$ cat config.mk
export PLATFORM = sky130hd
export DESIGN_NAME = dapw_top
export DESIGN_NICKNAME = d
export VERILOG_FILES = /design/src/design/dapw_pkg.sv /design/src/design/dapw_top.sv
export SDC_FILE = /design/constraint.sdc
export NUM_CORES = 1
export LEC_CHECK = 0
export BUFFER_PORTS_ARGS = -buffer_cell sky130_fd_sc_hd__buf_4
export CORE_MARGIN = 3
export CORE_UTILIZATION = 49
export CTS_CLUSTER_DIAMETER = 50
export CTS_CLUSTER_SIZE = 30
export DETAILED_ROUTE_END_ITERATION = 8
export PLACE_DENSITY_LB_ADDON = 0.05
export SLEW_MARGIN = 40
export SYNTH_ARGS = -nofsm -noshare
export SYNTH_HDL_FRONTEND = slang
export SYNTH_SLANG_ARGS = --single-unit
$ cat constraint.sdc
create_clock -name clk -period 2.74 [get_ports clk]
set_clock_uncertainty 0.1 [all_clocks]
set_input_delay 0.548 -clock clk [delete_from_list [all_inputs] [get_ports clk]]
set_output_delay 0.548 -clock clk [all_outputs]
set_load 0.02 [all_outputs]
$ cat src/design/dapw_pkg.sv
package dapw_pkg;

	// Register byte addresses on the AXI4-Lite slave.
	localparam logic [3:0] ch0_period_addr  = 4'h0;
	localparam logic [3:0] ch1_period_addr  = 4'h4;
	localparam logic [3:0] ch0_on_time_addr = 4'h8;
	localparam logic [3:0] ch1_on_time_addr = 4'hc;
	// The mode control register sits past the four timing registers.
	localparam logic [4:0] mode_ctrl_addr   = 5'h10;

	// Field position of the independent-mode select in the mode control register.
	localparam int mode_indep_bit = 8;

	// Reset values of the timing registers.
	localparam logic [7:0] period_reset  = 8'hff;
	localparam logic [7:0] on_time_reset = 8'h00;

	// Reset value of the mode select: offset mode.
	localparam logic mode_indep_reset = 1'b0;

	// Last phase of the base time step, which lasts two clock cycles.
	localparam logic prescale_last = 1'h1;

	// AXI response codes.
	localparam logic [1:0] resp_okay   = 2'h0;
	localparam logic [1:0] resp_slverr = 2'h2;

	// Write-side channel pair carried together.
	typedef struct packed {
		logic [31:0] wdata;
		logic [3:0]  wstrb;
		logic [4:0]  awaddr;
	} dapw_wreq_type;

endpackage

$ cat src/design/dapw_top.sv
// The implementer's own choices: register access over AXI4-Lite and the register addresses.
`timescale 1ns/10ps
module dapw_top (
	// Clock and synchronous reset.
	input  wire logic        clk,
	input  wire logic        rst,
	// AXI4-Lite write address channel.
	input  wire logic [31:0] s_axi_awaddr,
	input  wire logic        s_axi_awvalid,
	output logic             s_axi_awready,
	// AXI4-Lite write data channel.
	input  wire logic [31:0] s_axi_wdata,
	input  wire logic [3:0]  s_axi_wstrb,
	input  wire logic        s_axi_wvalid,
	output logic             s_axi_wready,
	// AXI4-Lite write response channel.
	output logic [1:0]       s_axi_bresp,
	output logic             s_axi_bvalid,
	input  wire logic        s_axi_bready,
	// AXI4-Lite read address channel.
	input  wire logic [31:0] s_axi_araddr,
	input  wire logic        s_axi_arvalid,
	output logic             s_axi_arready,
	// AXI4-Lite read data channel.
	output logic [31:0]      s_axi_rdata,
	output logic [1:0]       s_axi_rresp,
	output logic             s_axi_rvalid,
	input  wire logic        s_axi_rready,
	// PWM outputs.
	output logic             pwm_output_0,
	output logic             pwm_output_1
);

	// Software-visible registers.
	logic                      mode_indep_reg;       // Independent mode when set.
	logic [7:0]                ch0_period_reg;       // Channel 0 period.
	logic [7:0]                ch1_period_reg;       // Channel 1 period or offset.
	logic [7:0]                ch0_on_reg;           // Channel 0 on-time as written.
	logic [7:0]                ch1_on_reg;           // Channel 1 on-time as written.

	// Bus slave state.
	logic                      aw_held_reg;          // Write address captured.
	logic                      w_held_reg;           // Write data captured.
	logic [4:0]                aw_addr_reg;          // Captured write address.
	logic [31:0]               w_data_reg;           // Captured write data.
	logic [3:0]                w_strb_reg;           // Captured byte enables.
	dapw_pkg::dapw_wreq_type   wreq;                 // Joined write request.
	logic                      wr_fire;              // Write performed this cycle.
	logic                      wr_hit;               // Write address is mapped.
	logic [4:0]                wr_addr_full;         // Write address in use, held or live.

	// Generator state.
	logic                      step_reg;             // Half-step phase of the base time step.
	logic                      tick;                 // One pulse per base time step.
	logic [7:0]                cnt0_reg;             // Channel 0 step counter.
	logic [7:0]                cnt1_reg;             // Channel 1 step counter.
	logic [7:0]                act0_on_reg;          // Channel 0 on-time in use.
	logic [7:0]                act1_on_reg;          // Channel 1 on-time in use.
	logic                      period_restart;       // Period write in independent mode.
	logic [7:0]                per1;                 // Period that channel 1 wraps at.
	logic [7:0]                offset_cnt_reg;       // Steps since channel 0 cycle start.
	logic                      offset_armed_reg;     // Waiting for channel 1 start in offset mode.

	// The slave accepts each channel once and holds it until the pair is complete.
	assign s_axi_awready = !aw_held_reg && !s_axi_bvalid;
	assign s_axi_wready  = !w_held_reg && !s_axi_bvalid;
	assign s_axi_arready = !s_axi_rvalid;

	// The write fires once both address and data have arrived, in either order.
	always_comb begin
		wreq.awaddr = wr_addr_full;
		wreq.wdata  = w_held_reg ? w_data_reg : s_axi_wdata;
		wreq.wstrb  = w_held_reg ? w_strb_reg : s_axi_wstrb;
		wr_fire     = (aw_held_reg || (s_axi_awvalid && s_axi_awready))
			&& (w_held_reg || (s_axi_wvalid && s_axi_wready));
	end

	// Full captured address, used to tell mapped from unmapped locations.
	assign wr_addr_full = aw_held_reg ? aw_addr_reg : s_axi_awaddr[4:0];
	assign wr_hit       = (wr_addr_full[1:0] == 2'h0) && (wr_addr_full <= dapw_pkg::mode_ctrl_addr)
		&& (s_axi_awaddr[31:5] == 27'h0 || aw_held_reg);

	// Address and data holding registers for the write pair.
	always_ff @(posedge clk) begin
		if (rst || wr_fire) begin
			aw_held_reg <= 1'b0;
			w_held_reg  <= 1'b0;
		end else begin
			if (s_axi_awvalid && s_axi_awready) begin
				aw_held_reg <= 1'b1;
			end
			if (s_axi_wvalid && s_axi_wready) begin
				w_held_reg <= 1'b1;
			end
		end
		if (s_axi_awvalid && s_axi_awready) begin
			aw_addr_reg <= (s_axi_awaddr[31:5] == 27'h0) ? s_axi_awaddr[4:0] : 5'h1f;
		end
		if (s_axi_wvalid && s_axi_wready) begin
			w_data_reg <= s_axi_wdata;
			w_strb_reg <= s_axi_wstrb;
		end
	end

	// Write response: OKAY for mapped registers, SLVERR otherwise.
	always_ff @(posedge clk) begin
		if (rst) begin
			s_axi_bvalid <= 1'b0;
			s_axi_bresp  <= dapw_pkg::resp_okay;
		end else if (wr_fire) begin
			s_axi_bvalid <= 1'b1;
			s_axi_bresp  <= wr_hit ? dapw_pkg::resp_okay : dapw_pkg::resp_slverr;
		end else if (s_axi_bready) begin
			s_axi_bvalid <= 1'b0;
		end
	end

	// Register writes are taken at any time, whatever the generator is doing.
	always_ff @(posedge clk) begin
		if (rst) begin
			mode_indep_reg <= dapw_pkg::mode_indep_reset;
			ch0_period_reg <= dapw_pkg::period_reset;
			ch1_period_reg <= dapw_pkg::period_reset;
			ch0_on_reg     <= dapw_pkg::on_time_reset;
			ch1_on_reg     <= dapw_pkg::on_time_reset;
		end else if (wr_fire && wr_hit) begin
			case (wreq.awaddr)
				{1'b0, dapw_pkg::ch0_period_addr}: begin
					if (wreq.wstrb[0]) ch0_period_reg <= wreq.wdata[7:0];
				end
				{1'b0, dapw_pkg::ch1_period_addr}: begin
					if (wreq.wstrb[0]) ch1_period_reg <= wreq.wdata[7:0];
				end
				{1'b0, dapw_pkg::ch0_on_time_addr}: begin
					if (wreq.wstrb[0]) ch0_on_reg <= wreq.wdata[7:0];
				end
				{1'b0, dapw_pkg::ch1_on_time_addr}: begin
					if (wreq.wstrb[0]) ch1_on_reg <= wreq.wdata[7:0];
				end
				dapw_pkg::mode_ctrl_addr: begin
					if (wreq.wstrb[1]) mode_indep_reg <= wreq.wdata[dapw_pkg::mode_indep_bit];
				end
				default: begin
				end
			endcase
		end
	end

	// A period write in independent mode restarts both timers.
	assign period_restart = wr_fire && wr_hit && mode_indep_reg && (wreq.wstrb[0])
		&& (wr_addr_full == {1'b0, dapw_pkg::ch0_period_addr}
		|| wr_addr_full == {1'b0, dapw_pkg::ch1_period_addr});

	// Read channel: one word per read, unmapped addresses answer SLVERR with zero data.
	always_ff @(posedge clk) begin
		if (rst) begin
			s_axi_rvalid <= 1'b0;
			s_axi_rdata  <= 32'h0;
			s_axi_rresp  <= dapw_pkg::resp_okay;
		end else if (s_axi_arvalid && s_axi_arready) begin
			s_axi_rvalid <= 1'b1;
			s_axi_rresp  <= dapw_pkg::resp_okay;
			case (s_axi_araddr)
				{28'h0, dapw_pkg::ch0_period_addr}:  s_axi_rdata <= {24'h0, ch0_period_reg};
				{28'h0, dapw_pkg::ch1_period_addr}:  s_axi_rdata <= {24'h0, ch1_period_reg};
				{28'h0, dapw_pkg::ch0_on_time_addr}: s_axi_rdata <= {24'h0, ch0_on_reg};
				{28'h0, dapw_pkg::ch1_on_time_addr}: s_axi_rdata <= {24'h0, ch1_on_reg};
				{27'h0, dapw_pkg::mode_ctrl_addr}: begin
					// Bits 16 and 17 show the live output levels.
					s_axi_rdata <= {14'h0, pwm_output_1, pwm_output_0, 7'h0, mode_indep_reg, 8'h0};
				end
				default: begin
					s_axi_rdata <= 32'h0;
					s_axi_rresp <= dapw_pkg::resp_slverr;
				end
			endcase
		end else if (s_axi_rready) begin
			s_axi_rvalid <= 1'b0;
		end
	end

	// Base time step of two clock cycles.
	always_ff @(posedge clk) begin
		if (rst || period_restart) begin
			step_reg <= 1'b0;
		end else begin
			step_reg <= ~step_reg;
		end
	end
	assign tick = (step_reg == dapw_pkg::prescale_last);

	// Channel 1 wraps at its own period only in independent mode.
	assign per1 = mode_indep_reg ? ch1_period_reg : ch0_period_reg;

	// Channel 0 counter and on-time latch; counts 0..period then wraps.
	always_ff @(posedge clk) begin
		if (rst || period_restart) begin
			cnt0_reg    <= 8'h0;
			act0_on_reg <= rst ? dapw_pkg::on_time_reset : ch0_on_reg;
		end else if (tick) begin
			if (cnt0_reg >= ch0_period_reg) begin
				cnt0_reg    <= 8'h0;
				act0_on_reg <= ch0_on_reg;
			end else begin
				cnt0_reg <= cnt0_reg + 8'h1;
			end
		end
	end

	// Offset tracker: channel 1 starts value-plus-one steps after channel 0 starts.
	always_ff @(posedge clk) begin
		if (rst || period_restart || mode_indep_reg) begin
			offset_cnt_reg   <= 8'h0;
			offset_armed_reg <= 1'b0;
		end else if (tick) begin
			if (cnt0_reg >= ch0_period_reg) begin
				offset_cnt_reg   <= 8'h0;
				offset_armed_reg <= 1'b1;
			end else if (offset_armed_reg) begin
				offset_cnt_reg <= offset_cnt_reg + 8'h1;
				if (offset_cnt_reg == ch1_period_reg) begin
					offset_armed_reg <= 1'b0;
				end
			end
		end
	end

	// Channel 1 counter and on-time latch.
	always_ff @(posedge clk) begin
		if (rst || period_restart) begin
			cnt1_reg    <= 8'h0;
			act1_on_reg <= rst ? dapw_pkg::on_time_reset : ch1_on_reg;
		end else if (tick) begin
			if (!mode_indep_reg && offset_armed_reg && offset_cnt_reg == ch1_period_reg) begin
				cnt1_reg    <= 8'h0;
				act1_on_reg <= ch1_on_reg;
			end else if (cnt1_reg >= per1) begin
				cnt1_reg    <= 8'h0;
				act1_on_reg <= ch1_on_reg;
			end else begin
				cnt1_reg <= cnt1_reg + 8'h1;
			end
		end
	end

	// Outputs: high while count is below on-time; on-time above period keeps it high.
	always_ff @(posedge clk) begin
		if (rst) begin
			pwm_output_0 <= 1'b0;
			pwm_output_1 <= 1'b0;
		end else begin
			pwm_output_0 <= (cnt0_reg < act0_on_reg) || (act0_on_reg > ch0_period_reg);
			pwm_output_1 <= (cnt1_reg < act1_on_reg) || (act1_on_reg > per1);
		end
	end
endmodule

# == Yosys cells after proc, flatten, opt, wreduce, memory -nomap -nowiden ==
# Index checks and enable logic that the tools add are counted.
# word_totals
ff_bits,133
inputBits,107
output_inout_bits,43
word_cells,119
# op_classes
n_addsub,3
magnitude_cmp,7
eq_ne,9
n_mux,28
bitwise_logic,1
n_reduce_logical,47
# ops
op,count
$mux W8,15
$pmux W18 S5,1
$eq A32 B4 Y1 const B,2
$eq A32 B3 Y1 const B,1
$eq A32 B5 Y1 const B,1
$logic_not A32 Y1,1
$logic_not A27 Y1,1
$add A8 B1 Y8 const B,3
$ge A8 B8 Y1,2
$gt A8 B8 Y1,2
$lt A8 B8 Y1,2
$reduce_and A3 Y1,5
$logic_and A1 B1 Y1,14
$eq A5 B4 Y1 const B,2
$reduce_bool A2 Y1,5
$logic_or A1 B1 Y1,9
$mux W9,1
$eq A8 B8 Y1,1
$mux W1,7
$mux W2,3
$reduce_and A2 Y1,3
$eq A5 B3 Y1 const B,1
$eq A5 B5 Y1 const B,1
$le A5 B5 Y1 const B,1
other kinds (7),11

# == Longest topological paths before layout ==
# Gate-level depths: netlist of the first run.
# logic_depth
depth_word,12
depth_mapped,10
mapped_depth_nobuf,8

# == Worst setup path before layout of the first run ==
# No wires, ideal clock.
# synth_path
kind,register -> register
from,reg mode_indep_reg
to,reg act1_on_reg[0] (enable)
setup_time_ns,0.375
arrival_time_ns,2.260
setup_slack_ns,0.006
stages_incl_launch_ff,10
path_buffers,2
synth_period_minus_slack_ns,2.734
path_cell_list,dfxtp_1 buf_2 mux2_2 ha_1 nor2_1 a21oi_1 o31ai_1 o311a_1 buf_2 o21bai_1
# synth_via
elab_chain_cells,6
elab_cells_between_ends,12
classes_between,order compare (1); mux (1); reduce/logical (10)
# synth_lines
element,line_no,rtl
from (decl),dapw_top.sv:35,logic mode_indep_reg;
from (signal assigned),dapw_top.sv:121,mode_indep_reg <= dapw_pkg::mode_indep_reset;
from (signal assigned),dapw_top.sv:141,if (wreq.wstrb[1]) mode_indep_reg <= wreq.wdata[dapw_pkg::mode_indep_bit];
branches (longest 5 deep; another with $ge A8 B8 Y1),-,
$reduce_and A2 Y1 (no line) (*),-,
to (signal assigned),dapw_top.sv:232,act1_on_reg <= rst ? dapw_pkg::on_time_reset : ch1_on_reg;
to (signal assigned),dapw_top.sv:236,act1_on_reg <= ch1_on_reg;
to (signal assigned),dapw_top.sv:239,act1_on_reg <= ch1_on_reg;
to (decl),dapw_top.sv:58,logic [7:0] act1_on_reg;
# Mark *: on every way between the ends.
# A chain may end at the register's enable or synchronous reset.

# == Worst setup path after layout of the first run ==
# layout_path
from,reg mode_indep_reg
to,reg cnt1_reg[2]
# layout_via
elab_chain_cells,4
elab_cells_between_ends,11
classes_between,order compare (1); mux (3); reduce/logical (7)
# layout_lines
element,line_no,rtl
$mux W8 (tied with other cells),dapw_top.sv:193,assign per1 = mode_indep_reg ? ch1_period_reg : ch0_period_reg;
$ge A8 B8 Y1 (tied with other cells),dapw_top.sv:237,end else if (cnt1_reg >= per1) begin
$mux W8 (tied with other cells),dapw_top.sv:237,
$mux W8 or $logic_or A1 B1 Y1 (tied branches),"dapw_top.sv:234, dapw_top.sv:230",
to (signal assigned),dapw_top.sv:241,cnt1_reg <= cnt1_reg + 8'h1;
to (decl),dapw_top.sv:56,logic [7:0] cnt1_reg;
# Parallel ways exist; a longest one is shown, timed or not.

==> results of run 1 <==
[Yosys cell counts, types with 7 or more instances]
cell type  number
nand3_1        19
nor4_1         14
xor2_1         12
buf_2           7
nor2b_1        27
o21ai_0        21
mux4_2          8
ha_1           49
dfxtp_1        78
clkbuf_1       11
nand4_1        13
mux2i_1        36
inv_1          40
nor2_1         56
nor3_1         17
edfxtp_1       32
a31oi_1         8
mux2_2         15
a21oi_1        28
nand2_1        47
buf_4          24
[per-stage QoR]
| stage | setup TNS [ps] | utilization |
|---|---|---|
| after floorplan | 0 | - |
| after global placement | -507 | 0.591 |
| after detailed placement | -732 | 0.591 |
| after CTS | 0 | 0.616 |
| after global routing | 0 | 0.616 |
| final | 0 | 0.616 |
[per-layer routing]
layer / routed length [um] / global-route usage / part of all wire
met4: 147 / 0.0485 / 0.0095
met5: 0 / 0 / 0
met2: 7940 / 0.381 / 0.51
met1: 6720 / 0.291 / 0.44
met3: 607 / 0.0437 / 0.039
[area by class of cell]
cell class / count / area share
Inverter: 41 / 0.0204
Clock inverter: 7 / 0.00994
Tap cell: 168 / 0.0278
Timing Repair Buffer: 130 / 0.129
Multi-Input combinational cell: 469 / 0.448
Clock buffer: 9 / 0.0298
Sequential cell: 110 / 0.334
[worst paths after layout]
kind / to / start / slack [ps] / cells past startpoint
worst max-delay path: cnt1_reg[2] / mode_indep_reg / 280 / 10
worst min-delay path: s_axi_rvalid / s_axi_rready / 270 / 2
worst max register to register: cnt1_reg[2] / mode_indep_reg / 280 / 10
worst min register to register: s_axi_rdata[1] / s_axi_rdata[1] / 360 / 2
[where the power goes]
part | switching, W | internal, W
Sequential | 0.0000251 | 0.00171
Clock | 0.000660 | 0.000646
Combinational | 0.000227 | 0.000179
Total | 0.000912 | 0.00254
[kinds of logic after synthesis]
| logic type | count (synthesis) | share of synthesized area |
|---|---|---|
| xor+xnor | 14 | 0.0196 |
| compound gates | 97 | 0.101 |
| other cells | 1 | 0.000598 |
| fa+ha+maj | 49 | 0.0978 |
| mux | 61 | 0.118 |
| buf+inv | 86 | 0.0711 |
| flops | 110 | 0.402 |
| simple gates | 225 | 0.190 |
[what timing repair did]
action	CTS	global route
endpoints found under the setup margin	8	16
resized for setup	1	2
pin swaps	0	0
[placed cells by master (no fill, tap or decap), types with 23 or more instances in the layout]
cell        n
a21oi_1    28
inv_1      40
dfxtp_1    77
edfxtp_1   32
nor2b_1    27
buf_4     130
mux2i_1    36
ha_1       49
nor2_1     56
nand2_1    47
conb_1     23
==> impl_metrics.env, run 1 <==
export IMPL_outcome="complete, no violations"
export IMPL_seqCellArea_um2=2530
export IMPL_clockBufferDepth=2
export IMPL_die_h_um=119
export IMPL_multi_input_area_um2=3390
export IMPL_hp_class="input port to flip-flop"
export IMPL_hold_slack_ps=269
export IMPL_arrival_ps=2640
export IMPL_p_leak_nw=3.38
export IMPL_max_cap_violations=0
export IMPL_portBuffers=101
export IMPL_min_period_ps=2460
export IMPL_antenna_cells=0
export IMPL_grt_max_degree=26
export IMPL_placementRows=40
export IMPL_clkTransAtPathRegs_ps=80
export IMPL_crit_chain="buf_4, mux2i_1, ha_1, o21ai_0, a21oi_1, o31ai_1, o311a_1, buf_4, nand4b_1, a31oi_1"
export IMPL_cts_tree="done"
export IMPL_rsz0062_at_grt="false"
export IMPL_power_density_nw_per_um2=457
export IMPL_nets=917
export IMPL_synthArstFlopShare=0
export IMPL_cp_end_kind="flip-flop"
export IMPL_cpMostUsedCell="buf_4"
export IMPL_yosysWarnings=0
export IMPL_core_um2=12300
export IMPL_pre_cts_ws_ps=-91.6
export IMPL_dpl_hpwl_um=12400
export IMPL_irDropWorstVdd_uv=459
export IMPL_cp_top_family="compound AO/OA/AOI/OAI gates"
export IMPL_drc=0
export IMPL_drive_above_1_share=0.251
export IMPL_ios=150
export IMPL_ys_flop_type="dfxtp_1"
export IMPL_crit_buf_inv=2
export IMPL_drt_iter0_markers=312
export IMPL_yosys_area_top_type="dfxtp_1"
export IMPL_first_pass_iters=4
export IMPL_cp_start_kind="flip-flop"
export IMPL_setup_slack_ps=284
export IMPL_drv_slew=0
export IMPL_synth_edf_count=32
export IMPL_hold_viol=0
export IMPL_ant_nets=0
export IMPL_grt_overflow=0
export IMPL_grt_pass1_wl_um=25100
export IMPL_largest_reg_flops=11
export IMPL_period_share=0.896
export IMPL_cts_root_buf="clkbuf_16"
export IMPL_ys_seq_elements=110
export IMPL_vias=4998
export IMPL_die_x_um=119
export IMPL_insertion_delay_ps=360
export IMPL_synth_area_top_cells="dfxtp_1, edfxtp_1, ha_1"
export IMPL_path_class="flip-flop to flip-flop"
export IMPL_antenna_found_initial=0
export IMPL_grt_pass1_vias=4935
export IMPL_ys_seq_area_frac=0.402
export IMPL_finalSetupViolCount=0
export IMPL_critPathSlowestCell="dfxtp_4"
export IMPL_cts_buffers=9
export IMPL_syn_cell_area_um2=6270
export IMPL_cts_setup_buffers=0
export IMPL_hold_buffers=0
export IMPL_dp_cells=918
export IMPL_crit_path_max_incr_delay_ps=450
export IMPL_tightest_slew_ps=682
export IMPL_routed_wl_um=15400
export IMPL_cts_sinks=110
export IMPL_h_tree_depth=3
export IMPL_synthToLayoutAreaGrowth_pct=20.5
export IMPL_synth_top_area_frac=0.249
export IMPL_slew_limit_headroom=0.544
export IMPL_fin_area_um2=7550
export IMPL_crit_required_ps=2920
export IMPL_postSynthAreaPerCell_um2=9.75
export IMPL_initial_core_util=0.511
export IMPL_die_area_um2=14200
export IMPL_nFillCells=1078
export IMPL_final_cells=934
export IMPL_placed_area_um2=7240
export IMPL_max_freq_mhz=407
export IMPL_vias_per_cell=5.35
export IMPL_synthCells=643
export IMPL_cp_max_fo=14
export IMPL_power_total_w=0.00345
export IMPL_ys_types=66
export IMPL_grt_usage=0.222
export IMPL_wl_per_cell_um=16.5
export IMPL_place_congestion=0.860
Power figures use the tool's default switching activity.
==> run 2, diff against run 1 <==
--- a/config.mk
+++ b/config.mk
@@ -5,9 +5,10 @@
 export SDC_FILE = /design/constraint.sdc
 export NUM_CORES = 1
 export LEC_CHECK = 0
+export ABC_AREA = 1
 export BUFFER_PORTS_ARGS = -buffer_cell sky130_fd_sc_hd__buf_4
 export CORE_MARGIN = 3
-export CORE_UTILIZATION = 49
+export CORE_UTILIZATION = 59
 export CTS_CLUSTER_DIAMETER = 50
 export CTS_CLUSTER_SIZE = 30
 export DETAILED_ROUTE_END_ITERATION = 8
==> constraint.sdc (replaced) <==
create_clock -name clk -period 3.1 [get_ports clk]
set_clock_uncertainty 0.1 [all_clocks]
set_input_delay 0.62 -clock clk [delete_from_list [all_inputs] [get_ports clk]]
set_output_delay 0.62 -clock clk [all_outputs]
set_load 0.02 [all_outputs]
==> run 2 against run 1 <==
Against the previous run:
- design area rose by 4.1%
- worst setup slack better by 93 ps
- clock-buffer cell count is 2 higher
- maximum frequency down 9.8%
- combinational power shrank 8.1%
- core utilization is 9.7 points higher
- sequential cell count is the same
- total power decreased by 11%
- area after synthesis grew 8.0%
- synthesized cell count increased by 41%
==> impl_metrics.env, run 2 <==
export IMPL_multi_input_area_um2=3560
export IMPL_crit_chain="inv_2, o21ai_0, ha_1, a21oi_1, o21ai_0, nand2_1, nand3_1, inv_1, nand4_1, nand2_1, inv_1"
export IMPL_synth_top_area_frac=0.231
export IMPL_yosys_area_top_type="dfxtp_1"
export IMPL_routed_wl_um=16100
export IMPL_cts_setup_buffers=0
export IMPL_cts_tree="done"
export IMPL_antenna_cells=0
export IMPL_cp_max_fo=19
export IMPL_met3_usage=0.0599
export IMPL_synthCells=908
export IMPL_cp_start_kind="flip-flop"
export IMPL_cts_sinks=110
export IMPL_synth_edf_count=32
export IMPL_grt_pass1_vias=5801
export IMPL_drc=0
export IMPL_synthArstFlopShare=0
export IMPL_placementRows=38
export IMPL_period_share=0.878
export IMPL_hold_viol=0
export IMPL_min_period_ps=2720
export IMPL_die_h_um=113
export IMPL_portBuffers=101
export IMPL_drv_slew=0
export IMPL_initial_core_util=0.614
export IMPL_insertion_delay_ps=350
export IMPL_die_area_um2=12800
export IMPL_grt_usage=0.258
export IMPL_crit_required_ps=3080
export IMPL_arrival_ps=2700
export IMPL_tightest_slew_ps=654
export IMPL_hp_class="input port to flip-flop"
export IMPL_irDropWorstVdd_uv=456
export IMPL_ios=150
export IMPL_final_common_cell="nand2_1"
export IMPL_dp_cells=1134
export IMPL_grt_overflow=0
export IMPL_synth_most_common_cell="nand2_1"
export IMPL_p_leak_nw=3.71
export IMPL_postCtsResizedCells=0
export IMPL_dpl_hpwl_um=12400
export IMPL_grt_use_met2=0.444
export IMPL_synthToLayoutAreaGrowth_pct=16.1
export IMPL_use_met1=0.310
export IMPL_syn_cell_area_um2=6770
export IMPL_place_congestion=0.876
export IMPL_nFillCells=944
export IMPL_path_class="flip-flop to flip-flop"
export IMPL_vias_per_cell=5.27
export IMPL_ys_seq_elements=110
export IMPL_crit_path_max_incr_delay_ps=420
export IMPL_drive_above_1_share=0.157
export IMPL_outcome="complete, no violations"
export IMPL_layout_common_cells="nand2_1, inv_1, buf_4"
export IMPL_cts_root_buf="clkbuf_16"
export IMPL_core_um2=11000
export IMPL_synth_common_cells="nand2_1, inv_1, nor2_1"
export IMPL_wl_per_cell_um=14.0
export IMPL_largest_reg_flops=11
export IMPL_cp_end_kind="flip-flop"
export IMPL_clkTransAtPathRegs_ps=70
export IMPL_seqCellArea_um2=2520
export IMPL_finalSetupViolCount=0
export IMPL_postSynthAreaPerCell_um2=7.46
export IMPL_nets=1161
export IMPL_busiest_layer="met2"
export IMPL_max_freq_mhz=367
export IMPL_ys_types=41
export IMPL_vias=6065
export IMPL_final_cells=1150
export IMPL_ys_seq_area_frac=0.373
export IMPL_cp_top_family="compound AO/OA/AOI/OAI gates"
export IMPL_yosysWarnings=0
export IMPL_grt_pass1_wl_um=26600
export IMPL_h_tree_depth=3
export IMPL_power_density_nw_per_um2=392
export IMPL_clockBufferDepth=2
export IMPL_synth_area_top_cells="dfxtp_1, edfxtp_1, nand2_1"
export IMPL_antenna_found_initial=0
export IMPL_die_x_um=113
export IMPL_critPathSlowestCell="dfxtp_1"
export IMPL_setup_tns_ps=0
export IMPL_cts_buffers=9
export IMPL_first_pass_iters=5
export IMPL_rsz0062_at_grt="false"
export IMPL_drt_iter0_markers=465
export IMPL_crit_buf_inv=3
export IMPL_max_cap_violations=0
export IMPL_slew_limit_headroom=0.563
export IMPL_ant_nets=0
export IMPL_hold_buffers=0
export IMPL_ys_flop_type="dfxtp_1"
export IMPL_grt_max_degree=55
## run 2: cell types whose count changed in the layout (fill, tap and decap cells not counted), sizes merged, moves of 9 or more
cell and change:
mux2i -35, nand4 +38, nand3 +42, nor3 -14, a21oi +50, nor2b -27
nor2 +34, nand2 +157, mux2 -17, nor4 -15, xnor2 +9, inv +84
buf -19
## run 2: through the flow
step / utilization / setup WS [ps] / hold WS (ps) / power [W] / area (um^2)
finish: 0.713 / 377 / 347 / 0.00309 / 7860
global route: 0.713 / 126 / 329 / 0.00321 / 7860
CTS: 0.713 / 362 / 335 / 0.00310 / 7860
detailed placement: 0.686 / 414 / 356 / 0.00194 / 7560
global placement: 0.686 / 460 / 358 / 0.00193 / 7560
floorplan: - / 739 / 351 / 0.00181 / 6850
## run 2: layout make-up
cell class / instances / share of cell area
clock buffers: 11 / 0.0296
clock inverters: 5 / 0.00827
inverters: 125 / 0.0603
multi-input cells: 648 / 0.453
flip-flops and latches: 110 / 0.321
well taps: 140 / 0.0223
repair buffers: 111 / 0.106
## run 2: cells by family (layout without fill, tap and decap cells)
logic type | Yosys count | count (layout) | share of synthesized area
compound gates | 119 | 119 | 0.0931
xor+xnor | 26 | 26 | 0.0336
fa+ha+maj | 49 | 49 | 0.0905
buf+inv | 172 | 252 | 0.114
flops | 110 | 110 | 0.373
mux | 1 | 1 | 0.00148
other cells | 1 | 23 | 0.000554
simple gates | 430 | 430 | 0.294
## run 2: path summary, 6_finish.rpt
check,endpoint,depth (start not counted),slack [ps],start
max reg2reg,act1_on_reg[5],11,380,mode_indep_reg
max,act1_on_reg[5],11,380,mode_indep_reg
min reg2reg,s_axi_rdata[2],2,370,s_axi_rdata[2]
min,w_data_reg[7],1,350,s_axi_wdata[7]
## run 2: report_power, final
part	internal, W	switching [W]
clock	0.000639	0.000538
combinational	0.000142	0.000231
sequential	0.00151	0.0000223
## run 2: routing by layer
layer,vias up,routed length (um)
li1,3136,-
met5,-,0
met4,0,560
met2,169,7920
met3,46,897
met1,2714,6740
==> run 3, diff against run 2 <==
--- a/config.mk
+++ b/config.mk
@@ -12,6 +12,7 @@
 export CTS_CLUSTER_DIAMETER = 50
 export CTS_CLUSTER_SIZE = 30
 export DETAILED_ROUTE_END_ITERATION = 8
+export MAX_ROUTING_LAYER = met4
 export PLACE_DENSITY_LB_ADDON = 0.05
 export SLEW_MARGIN = 40
 export SYNTH_ARGS = -nofsm -noshare
==> run 3 against run 2 <==
Against the previous run:
- global-route usage is 0.75 points higher
- non-clock buffer count is the same
- hold slack worse by 0.58 ps
- cell count unchanged
- worst setup slack got worse by 9.6 ps
- sequential cell count did not move
- critical path type unchanged
==> impl_metrics.env, run 3 (synthesis gave the netlist of run 2 again) <==
export IMPL_drc=0
export IMPL_path_class="flip-flop to flip-flop"
export IMPL_hold_buffers=0
export IMPL_dpl_hpwl_um=12400
export IMPL_power_switching_share=0.256
export IMPL_finalSetupViolCount=0
export IMPL_drive_above_1_share=0.157
export IMPL_first_pass_iters=5
export IMPL_h_tree_depth=3
export IMPL_hp_start="s_axi_wdata[2]"
export IMPL_setup_slack_ps=368
export IMPL_place_congestion=0.890
export IMPL_max_freq_mhz=366
export IMPL_period_share=0.881
export IMPL_dp_cells=1134
export IMPL_hp_class="input port to flip-flop"
export IMPL_cts_buffers=9
export IMPL_drt_iter0_markers=481
export IMPL_cts_setup_buffers=0
export IMPL_fin_area_um2=7860
export IMPL_routed_wl_um=16200
export IMPL_max_cap_violations=0
export IMPL_ios=150
export IMPL_insertion_delay_ps=350
export IMPL_grt_usage=0.265
export IMPL_hold_slack_ps=346
export IMPL_die_h_um=113
export IMPL_holdPathStages=1
export IMPL_core_um2=11000
export IMPL_antenna_cells=0
export IMPL_cp_end_kind="flip-flop"
export IMPL_placed_area_um2=7560
export IMPL_seq_power_share=0.498
export IMPL_vias=6051
export IMPL_die_x_um=113
export IMPL_postCtsResizedCells=0
export IMPL_r2r_end="act1_on_reg[6]"
export IMPL_pre_cts_ws_ps=414
export IMPL_grt_pass1_wl_um=26600
export IMPL_wl_per_cell_um=14.1
export IMPL_irDropWorstVdd_uv=456
export IMPL_final_common_cell="nand2_1"
export IMPL_whs_endpoint="w_data_reg[2]"
export IMPL_cts_tree="done"
export IMPL_p_leak_nw=3.71
export IMPL_cp_max_fo=19
export IMPL_grt_pass1_vias=5812
export IMPL_die_area_um2=12800
export IMPL_largest_reg_flops=11
export IMPL_min_period_ps=2730
export IMPL_hold_viol=0
export IMPL_crit_required_ps=3030
export IMPL_slew_limit_headroom=0.563
export IMPL_grt_max_degree=55
export IMPL_initial_core_util=0.614
export IMPL_outcome="complete, no violations"
export IMPL_clkTransAtPathRegs_ps=70
export IMPL_intPower_w=0.00229
export IMPL_tightest_slew_ps=654
export IMPL_r2r_start="mode_indep_reg"
export IMPL_final_cells=1150
export IMPL_cts_root_buf="clkbuf_16"
export IMPL_portBuffers=101
export IMPL_antenna_found_initial=0
export IMPL_arrival_ps=2660
export IMPL_grt_overflow=0
export IMPL_cp_start_kind="flip-flop"
export IMPL_reg2reg_depth=12
export IMPL_layout_common_cells="nand2_1, inv_1, buf_4"
export IMPL_vias_per_cell=5.26
export IMPL_clockBufferDepth=2
export IMPL_power_density_nw_per_um2=392
export IMPL_rsz0062_at_grt="false"
export IMPL_p_sw_w=0.000791
export IMPL_placementRows=38
export IMPL_cts_sinks=110
export IMPL_p_comb_frac=0.121
export IMPL_ant_nets=0
export IMPL_synthToLayoutAreaGrowth_pct=16.1
export IMPL_clkPwrFrac=0.381
export IMPL_setup_tns_ps=0
export IMPL_nets=1161
export IMPL_drv_slew=0
export IMPL_r2r_slack_ps=370
## run 3: cell counts in the layout (fill, tap and decap cells not counted)
Identical to the previous run, type by type.
## run 3: worst max-delay path by stage
| stage | slack [ps] | depth (start not counted) | from | to |
|---|---|---|---|---|
| finish | 370 | 12 | mode_indep_reg | act1_on_reg[6] |
| global route | 130 | 12 | mode_indep_reg | act1_on_reg[4] |
| CTS | 360 | 12 | mode_indep_reg | act1_on_reg[5] |
| detailed placement | 410 | 12 | mode_indep_reg | act1_on_reg[7] |
| global placement | 460 | 12 | mode_indep_reg | act1_on_reg[7] |
| floorplan | 740 | 12 | mode_indep_reg | act1_on_reg[0] |
## run 3: power by group through the flow
stage,Sequential [W],Clock (W),Combinational [W]
detailed placement,0.00157,0,0.000372
finish,0.00154,0.00118,0.000373
global route,0.00154,0.00125,0.000415
CTS,0.00154,0.00119,0.000374
global placement,0.00157,0,0.000365
floorplan,0.00157,0,0.000241
## run 3: layout make-up
type	count	area, um^2
clock inverters	5	65.1
multi-input cells	648	3560
flip-flops and latches	110	2520
clock buffers	11	233
repair buffers	111	833
fillers	944	3170
inverters	125	474
well taps	140	175
## run 3: per-stage QoR
| stage | util | power [W] |
|---|---|---|
| global placement | 0.686 | 0.00193 |
| detailed placement | 0.686 | 0.00194 |
| floorplan | - | 0.00181 |
| CTS | 0.713 | 0.00310 |
| global route | 0.713 | 0.00321 |
| finish | 0.713 | 0.00309 |
## run 3: routing by layer
metal  vias to the layer above  global-route usage  share of wire
li1                       3134                   -              -
met1                      2715               0.309           0.42
met2                       165               0.445           0.50
met3                        37              0.0599          0.054
met4                         0               0.105          0.031
met5                         -                   -              0
## run 3: critical path, stage by stage, from the launching register on
cell,delay [ps]
dfxtp_1,420
inv_2,190
nand2_1,100
o21ai_0,140
ha_1,330
nand2_1,70
nor2_1,150
nand4_1,90
nand3_1,180
inv_1,160
nand4_1,130
nand2_1,100
inv_1,240
